[src/sadc_pkg.sv]
// Purpose: Shared constants and types for the converter sequencer.
// Assumes: AXI4-Lite register bus with 32-bit data.
// Notes: Offsets are byte addresses.
package sadc_pkg;
   localparam logic [7:0] CTRL_OFF     = 8'h00;
   localparam logic [7:0] RES0_OFF     = 8'h04;
   localparam logic [7:0] RES1_OFF     = 8'h08;
   localparam logic [7:0] RES2_OFF     = 8'h0C;
   localparam logic [7:0] RES3_OFF     = 8'h10;
   localparam logic [7:0] OPT_OFF      = 8'h14;
   localparam logic [7:0] ISTAT_OFF    = 8'h18;
   localparam logic [7:0] IMASK_OFF    = 8'h1C;
   localparam int         CCF_BIT      = 7;
   localparam int         SCAN_BIT     = 5;
   localparam int         MULTI_CHANNEL_BIT     = 4;
   localparam int         CSEL_BIT     = 0;
   localparam int         SAMPLE_CYC   = 4;
   localparam int         RC_DIV       = 100;
   localparam int         START_DLY    = 1;
   localparam logic [1:0] RESP_OKAY    = 2'h0;
   localparam logic [1:0] RESP_SLVERR  = 2'h2;
   localparam logic [3:0] SEL_REF_HIGH = 4'hC;
   localparam logic [3:0] SEL_REF_LOW  = 4'hD;
   localparam logic [3:0] SEL_REF_MID  = 4'hE;
   typedef enum logic [1:0] {SADC_IDLE, SADC_WAIT, SADC_SAMPLE, SADC_CONV} sadc_state_e;
endpackage

[src/sadc_tick.sv]
// Purpose: Step-enable source for the conversion sequencer.
// Assumes: Internal oscillator stands in as a divided clock.
// Notes: Pulse every cycle with the system clock selected.
`timescale 1ns/1ps
module sadc_tick
   import sadc_pkg::*;
#(
   parameter int DIV = sadc_pkg::RC_DIV
)
(
   input  wire logic aclk,
   input  wire logic aresetn,
   input  wire logic use_rc,
   output      logic tick
);
   logic [7:0] cnt;
   wire        wrap = (cnt == 8'(DIV - 1));
   always_ff @(posedge aclk)
   begin
      if (!aresetn || !use_rc || wrap)
         cnt <= 8'h00;
      else
         cnt <= cnt + 8'h01;
   end
   always_ff @(posedge aclk)
   begin
      if (!aresetn)
         tick <= 1'b0;
      else
         tick <= !use_rc || wrap;
   end
endmodule

[src/sadc_top.sv]
// Purpose: Successive-approximation converter sequencer with AXI4-Lite registers.
// Assumes: Comparator output settles within the cycle in which the trial code is shown.
// Notes: Results are written in cycles where no read data is being latched.
// Behaviour
// Eight inputs, eight-bit unsigned result.
// Step timing from clock or RC oscillator.
// Selector: eight inputs plus three references.
// Low reference gives 00, high FF.
// Eight comparison steps, MSB first.
// Comparator result stored into next bit.
// SAR copied to assigned result register.
// Sample switch connects, then holds input.
// Sequence starts one cycle after write.
// Four conversions, four distinct result registers.
// Complete flag after fourth result stored; a fourth result held back by a read lands one cycle after the flag sets.
// Result updates never clash with reads.
// Continuous or single sequence operation.
// Control write restarts, aborts conversion.
// Single stops after four; scan wraps.
// Multi-channel uses group of four.
// Flag clears on write, sets first sequence.
// Idle after reset until first write.
//
// Design decisions made here: the placing of the registers and the AXI4-Lite register port.
`timescale 1ns/1ps
module sadc_top
   import sadc_pkg::*;
(
   input  wire logic        aclk,
   input  wire logic        aresetn,
   input  wire logic [7:0]  s_axi_awaddr,
   input  wire logic        s_axi_awvalid,
   output      logic        s_axi_awready,
   input  wire logic [31:0] s_axi_wdata,
   input  wire logic [3:0]  s_axi_wstrb,
   input  wire logic        s_axi_wvalid,
   output      logic        s_axi_wready,
   output      logic [1:0]  s_axi_bresp,
   output      logic        s_axi_bvalid,
   input  wire logic        s_axi_bready,
   input  wire logic [7:0]  s_axi_araddr,
   input  wire logic        s_axi_arvalid,
   output      logic        s_axi_arready,
   output      logic [31:0] s_axi_rdata,
   output      logic [1:0]  s_axi_rresp,
   output      logic        s_axi_rvalid,
   input  wire logic        s_axi_rready,
   output      logic [3:0]  mux_select,
   output      logic        sample_switch,
   output      logic [7:0]  dac_trial,
   input  wire logic        comp_out,
   output      logic        irq
);
   import sadc_pkg::*;

   logic [7:0]  ctrl;
   logic        csel;
   logic [7:0]  result [4];
   logic [7:0]  sar;
   logic [2:0]  bit_idx;
   logic [1:0]  conv_idx;
   logic [2:0]  samp_cnt;
   logic        conv_complete_flag;
   logic        first_done;
   logic        istat;
   logic        imask;
   sadc_state_e state;
   logic        aw_hold, w_hold;
   logic [7:0]  aw_addr;
   logic [31:0] w_data;
   logic [3:0]  w_strb;
   logic        tick;

   // Write channel: address and data captured independently, in any order.
   wire wr_go    = aw_hold && w_hold && !s_axi_bvalid;
   wire rd_go    = s_axi_arvalid && s_axi_arready;
   wire ctrl_wr  = wr_go && aw_addr == CTRL_OFF && w_strb[0];
   wire opt_wr   = wr_go && aw_addr == OPT_OFF && w_strb[0];
   wire ist_wr   = wr_go && aw_addr == ISTAT_OFF && w_strb[0];
   wire msk_wr   = wr_go && aw_addr == IMASK_OFF && w_strb[0];
   wire wr_ok    = aw_addr == CTRL_OFF || aw_addr == OPT_OFF || aw_addr == ISTAT_OFF
                   || aw_addr == IMASK_OFF;
   wire rd_ok    = s_axi_araddr <= IMASK_OFF && s_axi_araddr[1:0] == 2'h0;
   wire scan     = ctrl[SCAN_BIT];
   wire multi_channel = ctrl[MULTI_CHANNEL_BIT];
   wire [3:0] chan_select = ctrl[3:0];
   wire last_bit = bit_idx == 3'h0;
   wire conv_end = state == SADC_CONV && tick && last_bit;
   wire [7:0] sar_final = {sar[7:1], comp_out};
   wire seq_end  = conv_end && conv_idx == 2'h3;
   // Results land only when no read is latching data this cycle.
   wire res_wr   = conv_end && !rd_go;
   wire [3:0] next_mux = multi_channel ? {chan_select[3:2], conv_idx} : chan_select;

   assign s_axi_awready = !aw_hold;
   assign s_axi_wready  = !w_hold;
   assign s_axi_arready = !s_axi_rvalid;
   // The trial code is the register itself, so the comparator sees the trial being decided.
   assign dac_trial     = sar;

   sadc_tick u_tick
   (
      .aclk    (aclk),
      .aresetn (aresetn),
      .use_rc  (csel),
      .tick    (tick)
   );

   always_ff @(posedge aclk)
   begin
      if (!aresetn)
      begin
         aw_hold <= 1'b0;
         w_hold  <= 1'b0;
         aw_addr <= 8'h00;
         w_data  <= 32'h0000_0000;
         w_strb  <= 4'h0;
      end
      else
      begin
         if (s_axi_awvalid && !aw_hold)
         begin
            aw_hold <= 1'b1;
            aw_addr <= s_axi_awaddr;
         end
         else if (wr_go)
            aw_hold <= 1'b0;
         if (s_axi_wvalid && !w_hold)
         begin
            w_hold <= 1'b1;
            w_data <= s_axi_wdata;
            w_strb <= s_axi_wstrb;
         end
         else if (wr_go)
            w_hold <= 1'b0;
      end
   end

   always_ff @(posedge aclk)
   begin
      if (!aresetn)
      begin
         s_axi_bvalid <= 1'b0;
         s_axi_bresp  <= RESP_OKAY;
      end
      else if (wr_go)
      begin
         s_axi_bvalid <= 1'b1;
         s_axi_bresp  <= wr_ok ? RESP_OKAY : RESP_SLVERR;
      end
      else if (s_axi_bready)
         s_axi_bvalid <= 1'b0;
   end

   always_ff @(posedge aclk)
   begin
      if (!aresetn)
      begin
         s_axi_rvalid <= 1'b0;
         s_axi_rdata  <= 32'h0000_0000;
         s_axi_rresp  <= RESP_OKAY;
      end
      else if (rd_go)
      begin
         s_axi_rvalid <= 1'b1;
         s_axi_rresp  <= rd_ok ? RESP_OKAY : RESP_SLVERR;
         unique case (s_axi_araddr)
            CTRL_OFF:  s_axi_rdata <= {24'h0, conv_complete_flag, 1'b0, ctrl[5:0]};
            RES0_OFF:  s_axi_rdata <= {24'h0, result[0]};
            RES1_OFF:  s_axi_rdata <= {24'h0, result[1]};
            RES2_OFF:  s_axi_rdata <= {24'h0, result[2]};
            RES3_OFF:  s_axi_rdata <= {24'h0, result[3]};
            OPT_OFF:   s_axi_rdata <= {31'h0, csel};
            ISTAT_OFF: s_axi_rdata <= {31'h0, istat};
            IMASK_OFF: s_axi_rdata <= {31'h0, imask};
            default:   s_axi_rdata <= 32'h0000_0000;
         endcase
      end
      else if (s_axi_rready)
         s_axi_rvalid <= 1'b0;
   end

   always_ff @(posedge aclk)
   begin
      if (!aresetn)
      begin
         ctrl  <= 8'h00;
         csel  <= 1'b0;
         imask <= 1'b0;
      end
      else
      begin
         if (ctrl_wr)
            ctrl <= {2'b00, w_data[5:0]};
         if (opt_wr)
            csel <= w_data[CSEL_BIT];
         if (msk_wr)
            imask <= w_data[0];
      end
   end

   // Sequencer: write restarts, one idle cycle, sample, eight trials per conversion.
   always_ff @(posedge aclk)
   begin
      if (!aresetn)
      begin
         state      <= SADC_IDLE;
         sar        <= 8'h00;
         bit_idx    <= 3'h7;
         conv_idx   <= 2'h0;
         samp_cnt   <= 3'h0;
         first_done <= 1'b0;
      end
      else if (ctrl_wr)
      begin
         state      <= SADC_WAIT;
         conv_idx   <= 2'h0;
         first_done <= 1'b0;
      end
      else
      begin
         unique case (state)
            SADC_IDLE: state <= SADC_IDLE;
            SADC_WAIT:
            begin
               state    <= SADC_SAMPLE;
               samp_cnt <= 3'h0;
            end
            SADC_SAMPLE:
               if (tick)
               begin
                  if (samp_cnt == 3'(SAMPLE_CYC - 1))
                  begin
                     state   <= SADC_CONV;
                     sar     <= 8'h80;
                     bit_idx <= 3'h7;
                  end
                  else
                     samp_cnt <= samp_cnt + 3'h1;
               end
            SADC_CONV:
               if (tick)
               begin
                  if (last_bit)
                  begin
                     conv_idx <= conv_idx + 2'h1;
                     if (seq_end)
                        first_done <= 1'b1;
                     state    <= (seq_end && !scan) ? SADC_IDLE : SADC_SAMPLE;
                     samp_cnt <= 3'h0;
                  end
                  else
                  begin
                     // Keep or drop the trial bit, then try the next lower one.
                     sar <= (comp_out ? sar : sar & ~(8'h01 << bit_idx))
                            | (8'h01 << (bit_idx - 3'h1));
                     bit_idx <= bit_idx - 3'h1;
                  end
               end
         endcase
      end
   end

   a_seq_start: assert property (@(posedge aclk) disable iff (!aresetn)
      ctrl_wr |=> state == SADC_WAIT ##1 state == SADC_SAMPLE) else $error("late sequence start");
   a_sar_step: assert property (@(posedge aclk) disable iff (!aresetn)
      state == SADC_CONV && tick && !last_bit && !ctrl_wr
      |=> sar[bit_idx + 3'h1] == $past(comp_out) && sar[bit_idx]) else $error("bad trial step");
   a_single_halt: assert property (@(posedge aclk) disable iff (!aresetn)
      seq_end && !scan && !ctrl_wr |=> state == SADC_IDLE) else $error("single sequence ran on");

   // A result blocked by a read this cycle is dropped into place next cycle.
   logic       res_pend;
   logic [1:0] pend_idx;
   logic [7:0] pend_val;
   always_ff @(posedge aclk)
   begin
      if (!aresetn)
      begin
         res_pend <= 1'b0;
         pend_idx <= 2'h0;
         pend_val <= 8'h00;
      end
      else
      begin
         res_pend <= conv_end && rd_go;
         pend_idx <= conv_idx;
         pend_val <= sar_final;
      end
   end

   for (genvar i = 0; i < 4; i++)
   begin : g_res
      always_ff @(posedge aclk)
      begin
         if (!aresetn)
            result[i] <= 8'h00;
         else if (res_wr && conv_idx == 2'(i))
            result[i] <= sar_final;
         else if (res_pend && pend_idx == 2'(i))
            result[i] <= pend_val;
      end
   end

   a_res_stable: assert property (@(posedge aclk) disable iff (!aresetn)
      rd_go |=> $stable({result[3], result[2], result[1], result[0]})) else $error("result read clash");

   always_ff @(posedge aclk)
   begin
      if (!aresetn)
         conv_complete_flag <= 1'b0;
      else if (ctrl_wr)
         conv_complete_flag <= 1'b0;
      else if (seq_end)
         conv_complete_flag <= 1'b1;
   end

   a_flag_set: assert property (@(posedge aclk) disable iff (!aresetn)
      seq_end && !ctrl_wr |=> conv_complete_flag) else $error("complete flag not set");
   a_flag_clear: assert property (@(posedge aclk) disable iff (!aresetn)
      ctrl_wr |=> !conv_complete_flag) else $error("complete flag not cleared");

   // Sticky event: set wins over write-one-to-clear.
   always_ff @(posedge aclk)
   begin
      if (!aresetn)
         istat <= 1'b0;
      else if (seq_end && !first_done)
         istat <= 1'b1;
      else if (ist_wr && w_data[0])
         istat <= 1'b0;
   end

   always_ff @(posedge aclk)
   begin
      if (!aresetn)
      begin
         irq           <= 1'b0;
         mux_select    <= 4'h0;
         sample_switch <= 1'b0;
      end
      else
      begin
         irq           <= istat && imask;
         mux_select    <= next_mux;
         sample_switch <= state == SADC_SAMPLE;
      end
   end
endmodule

[config.mk]
export PLATFORM = sky130hd
export DESIGN_NAME = sadc_top
export DESIGN_NICKNAME = d
export VERILOG_FILES = /design/src/sadc_pkg.sv /design/src/sadc_tick.sv /design/src/sadc_top.sv
export SDC_FILE = /design/constraint.sdc
export NUM_CORES = 1
export LEC_CHECK = 0
export BUFFER_PORTS_ARGS = -buffer_cell sky130_fd_sc_hd__buf_4
export CORE_MARGIN = 1.5
export CORE_UTILIZATION = 40
export DETAILED_ROUTE_END_ITERATION = 10
export PLACE_DENSITY = 0.65
export SYNTH_ARGS = -nofsm -noshare
export SYNTH_HDL_FRONTEND = slang
export SYNTH_HIERARCHICAL = 1
export SYNTH_SLANG_ARGS = --single-unit
[constraint.sdc]
create_clock -name aclk -period 3.6 [get_ports aclk]
set_clock_uncertainty 0.05 [all_clocks]
set_input_delay 0.36 -clock aclk [delete_from_list [all_inputs] [get_ports aclk]]
set_output_delay 0.36 -clock aclk [all_outputs]
set_load 0.1 [all_outputs]
==> impl_metrics.ini <==
[outcome]
status = finished clean

[route]
num_vias = 4122
ant_nets = 0
vias_per_cell = 5.22
drtIter0Drc = 316
wl_um = 11700
drt_pass1_iterations = 5
route.detailed.drc = 0
wl_per_cell_um = 14.8

[cts]
htreeDepth = 4
cts-root-buf = clkbuf_16
cts_tree = done
cts_hold_buf = 0
clock_sinks = 116
post-cts-setup-buffers = 0
clkLatencyLatePin_ns = 0.40
cts_buffers = 17
ctsResizeCount = 0
path_clk_slew_ns = 0.05
clockBufferDepth = 2

[placement]
dp_hpwl_um = 8520
port_buffers = 59
gp_congestion = 0.840

[setup_path]
crit_path_end_kind = flip-flop
r2r_slack_ns = 0.91
rr_worst_depth = 5
critical_path_class = flip-flop to flip-flop
critPathRequiredTime_ns = 3.58
r2r_start = bit_idx[0]$_SDFFE_PN1P_
r2r-end = result[2][4]$_SDFFCE_PN0P_
startpoint_type = flip-flop
cp.arrival_ns = 2.67
worst-path-max-fanout = 17

[global_routing]
grt_pass1_vias = 3809
antenna_found_initial = 0
grt-ovfl-total = 0
grt_max_degree = 38
grt_pass1_wl_um = 19000
grt_util_all_layers = 0.170

[timing]
setup_viol = 0
post-route-period-util = 0.747
rsz0062_at_grt = no
tightestPinTransition_ns = 0.973
hold_violations = 0
slew-limit-headroom = 0.346
drv_slew = 0
min_period_ns = 2.69
setup_tns_ns = 0
fmax_mhz = 372

[cells_and_area]
seqCellArea_um2 = 2640
n_antenna_cell = 0
mostFrequentLayoutCells = dfxtp_1 (84), buf_4 (61), nor2_1 (51)
fillers = 1235
final_core_util = 0.493
final_common_cell = dfxtp_1
multi_input_area_um2 = 2460
syn_to_final_growth_pct = 20.7
nNetsFinal = 674
drive_above_1_share = 0.183

[floorplan]
core_area_um2 = 13200
die_w_um = 119
fp.dieH_um = 119
rows = 42
ioPinCount = 115
start_util = 0.408
die_area_um2 = 14200

[power_and_ir_drop]
p_per_area_nw_per_um2 = 534
vdd_drop_max_mv = 0.402
leakagePower_nw = 2.56
finalPower_mw = 3.47

[hold_path]
hold_depth = 3
hp-start = s_axi_wvalid
hold_end = w_hold$_SDFFE_PN0P_
worstHoldPathType = primary input to flip-flop

[synthesis]
synth_warnings = 6
async_flop_share = 0
ys_seq_area_frac = 0.491
ys_types = 62
syn_inst = 545
synth-main-ff-cell = dfxtp_1
synth_area_um2 = 5380
yosys_register_bits = 116
synth-edff-count = 32
syn_area_per_cell_um2 = 9.88

[flow_run]
drv_cap = 0
cells by family (layout without fill, tap and decap cells):
kind of cell    after synthesis  in the layout  synth area share
xor+xnor                      4              4           0.00651
flops                       116            116             0.491
compound gates              114            114             0.140
buf+inv                      71            114            0.0700
other cells                   1             26          0.000697
fa+ha+maj                    14             14            0.0325
simple gates                192            192             0.185
mux                          33             33            0.0737
how the worst max path moves through the flow:
stage               slack (ns)                      start                          to
CTS                       0.93    bit_idx[0]$_SDFFE_PN1P_  result[2][4]$_SDFFCE_PN0P_
finish                    0.91    bit_idx[0]$_SDFFE_PN1P_  result[2][4]$_SDFFCE_PN0P_
detailed placement        0.95    bit_idx[0]$_SDFFE_PN1P_  result[2][6]$_SDFFCE_PN0P_
global route              0.63    bit_idx[0]$_SDFFE_PN1P_  result[2][1]$_SDFFCE_PN0P_
floorplan                 1.05  s_axi_rvalid$_SDFFE_PN0P_      result[0][0]$_DFFE_PP_
global placement          1.03    bit_idx[0]$_SDFFE_PN1P_  result[2][6]$_SDFFCE_PN0P_
Yosys cell counts, types with 2 or more instances:
master | instances | area (um2)
nand3_1 | 30 | 150
a221o_1 | 3 | 30.0
nand2b_1 | 7 | 43.8
o21ai_0 | 36 | 180
clkbuf_1 | 16 | 60.1
mux2i_1 | 25 | 250
inv_1 | 21 | 78.8
a22oi_1 | 7 | 52.6
ha_1 | 14 | 175
a22o_1 | 15 | 131
and3_1 | 2 | 12.5
nor3_1 | 8 | 40.0
nor3b_1 | 3 | 22.5
nand3b_1 | 6 | 45.0
nand4_1 | 7 | 43.8
buf_1 | 5 | 18.8
or4_4 | 2 | 22.5
nor4_1 | 7 | 43.8
mux2_2 | 3 | 33.8
xor2_1 | 3 | 26.3
o211ai_1 | 4 | 30.0
buf_4 | 27 | 203
nor2_1 | 51 | 191
o32ai_1 | 2 | 17.5
mux4_2 | 5 | 113
a21boi_0 | 2 | 15.0
edfxtp_1 | 32 | 961
nor2b_1 | 7 | 43.8
o22ai_1 | 5 | 31.3
o31ai_1 | 4 | 30.0
nand4b_1 | 2 | 17.5
a31oi_1 | 2 | 12.5
nand2_1 | 42 | 158
or3_1 | 5 | 31.3
and2_1 | 3 | 18.8
a21oi_1 | 23 | 115
dfxtp_1 | 84 | 1680
power by group:
part / internal, mW / switching (mW) / total (mW)
Clock: 1.22 / 0.556 / 1.78
Sequential: 1.37 / 0.0196 / 1.39
Combinational: 0.0655 / 0.233 / 0.299
flip-flops by register name, summed over array words and instances (netlist names), 4 cells and up:
| signal | flops |
|---|---|
| aw_addr | 8 |
| pend_val | 8 |
| ctrl | 6 |
| dac_trial | 8 |
| u_tick/cnt | 8 |
| s_axi_rdata | 8 |
| w_data | 6 |
| mux_select | 4 |
| result | 32 |
critical path: stages, from the launching register on:
cell,delay [ns]
dfxtp_1,0.35
inv_1,0.14
ha_1,0.32
and3b_1,0.32
nand4_1,0.51
o211ai_1,0.62
stage by stage:
| step | hold slack [ns] | area (um2) | setup slack [ns] | cells |
|---|---|---|---|---|
| finish | 0.122 | 6500 | 0.910 | 789 |
| global route | 0.113 | 6500 | 0.632 | 789 |
| CTS | 0.105 | 6500 | 0.935 | 789 |
| detailed placement | 0.403 | 5860 | 0.951 | 757 |
| global placement | 0.397 | 5860 | 1.03 | 757 |
| floorplan | 0.386 | 5480 | 1.05 | 570 |
cell type report:
| type | instances | area share |
|---|---|---|
| clock inverters | 7 | 0.0173 |
| inverters | 21 | 0.0121 |
| multi-input cells | 383 | 0.378 |
| flip-flops and latches | 116 | 0.407 |
| clock buffers | 25 | 0.0812 |
| repair buffers | 61 | 0.0705 |
| well taps | 176 | 0.0339 |
layer usage:
metal | wire (um) | share of wire | track usage
met1 | 5400 | 0.46 | 0.231
met2 | 5270 | 0.45 | 0.253
met3 | 775 | 0.067 | 0.0479
met4 | 210 | 0.018 | 0.0730
met5 | 0 | 0 | 0
No activity file was read; power rests on OpenSTA's default activity.
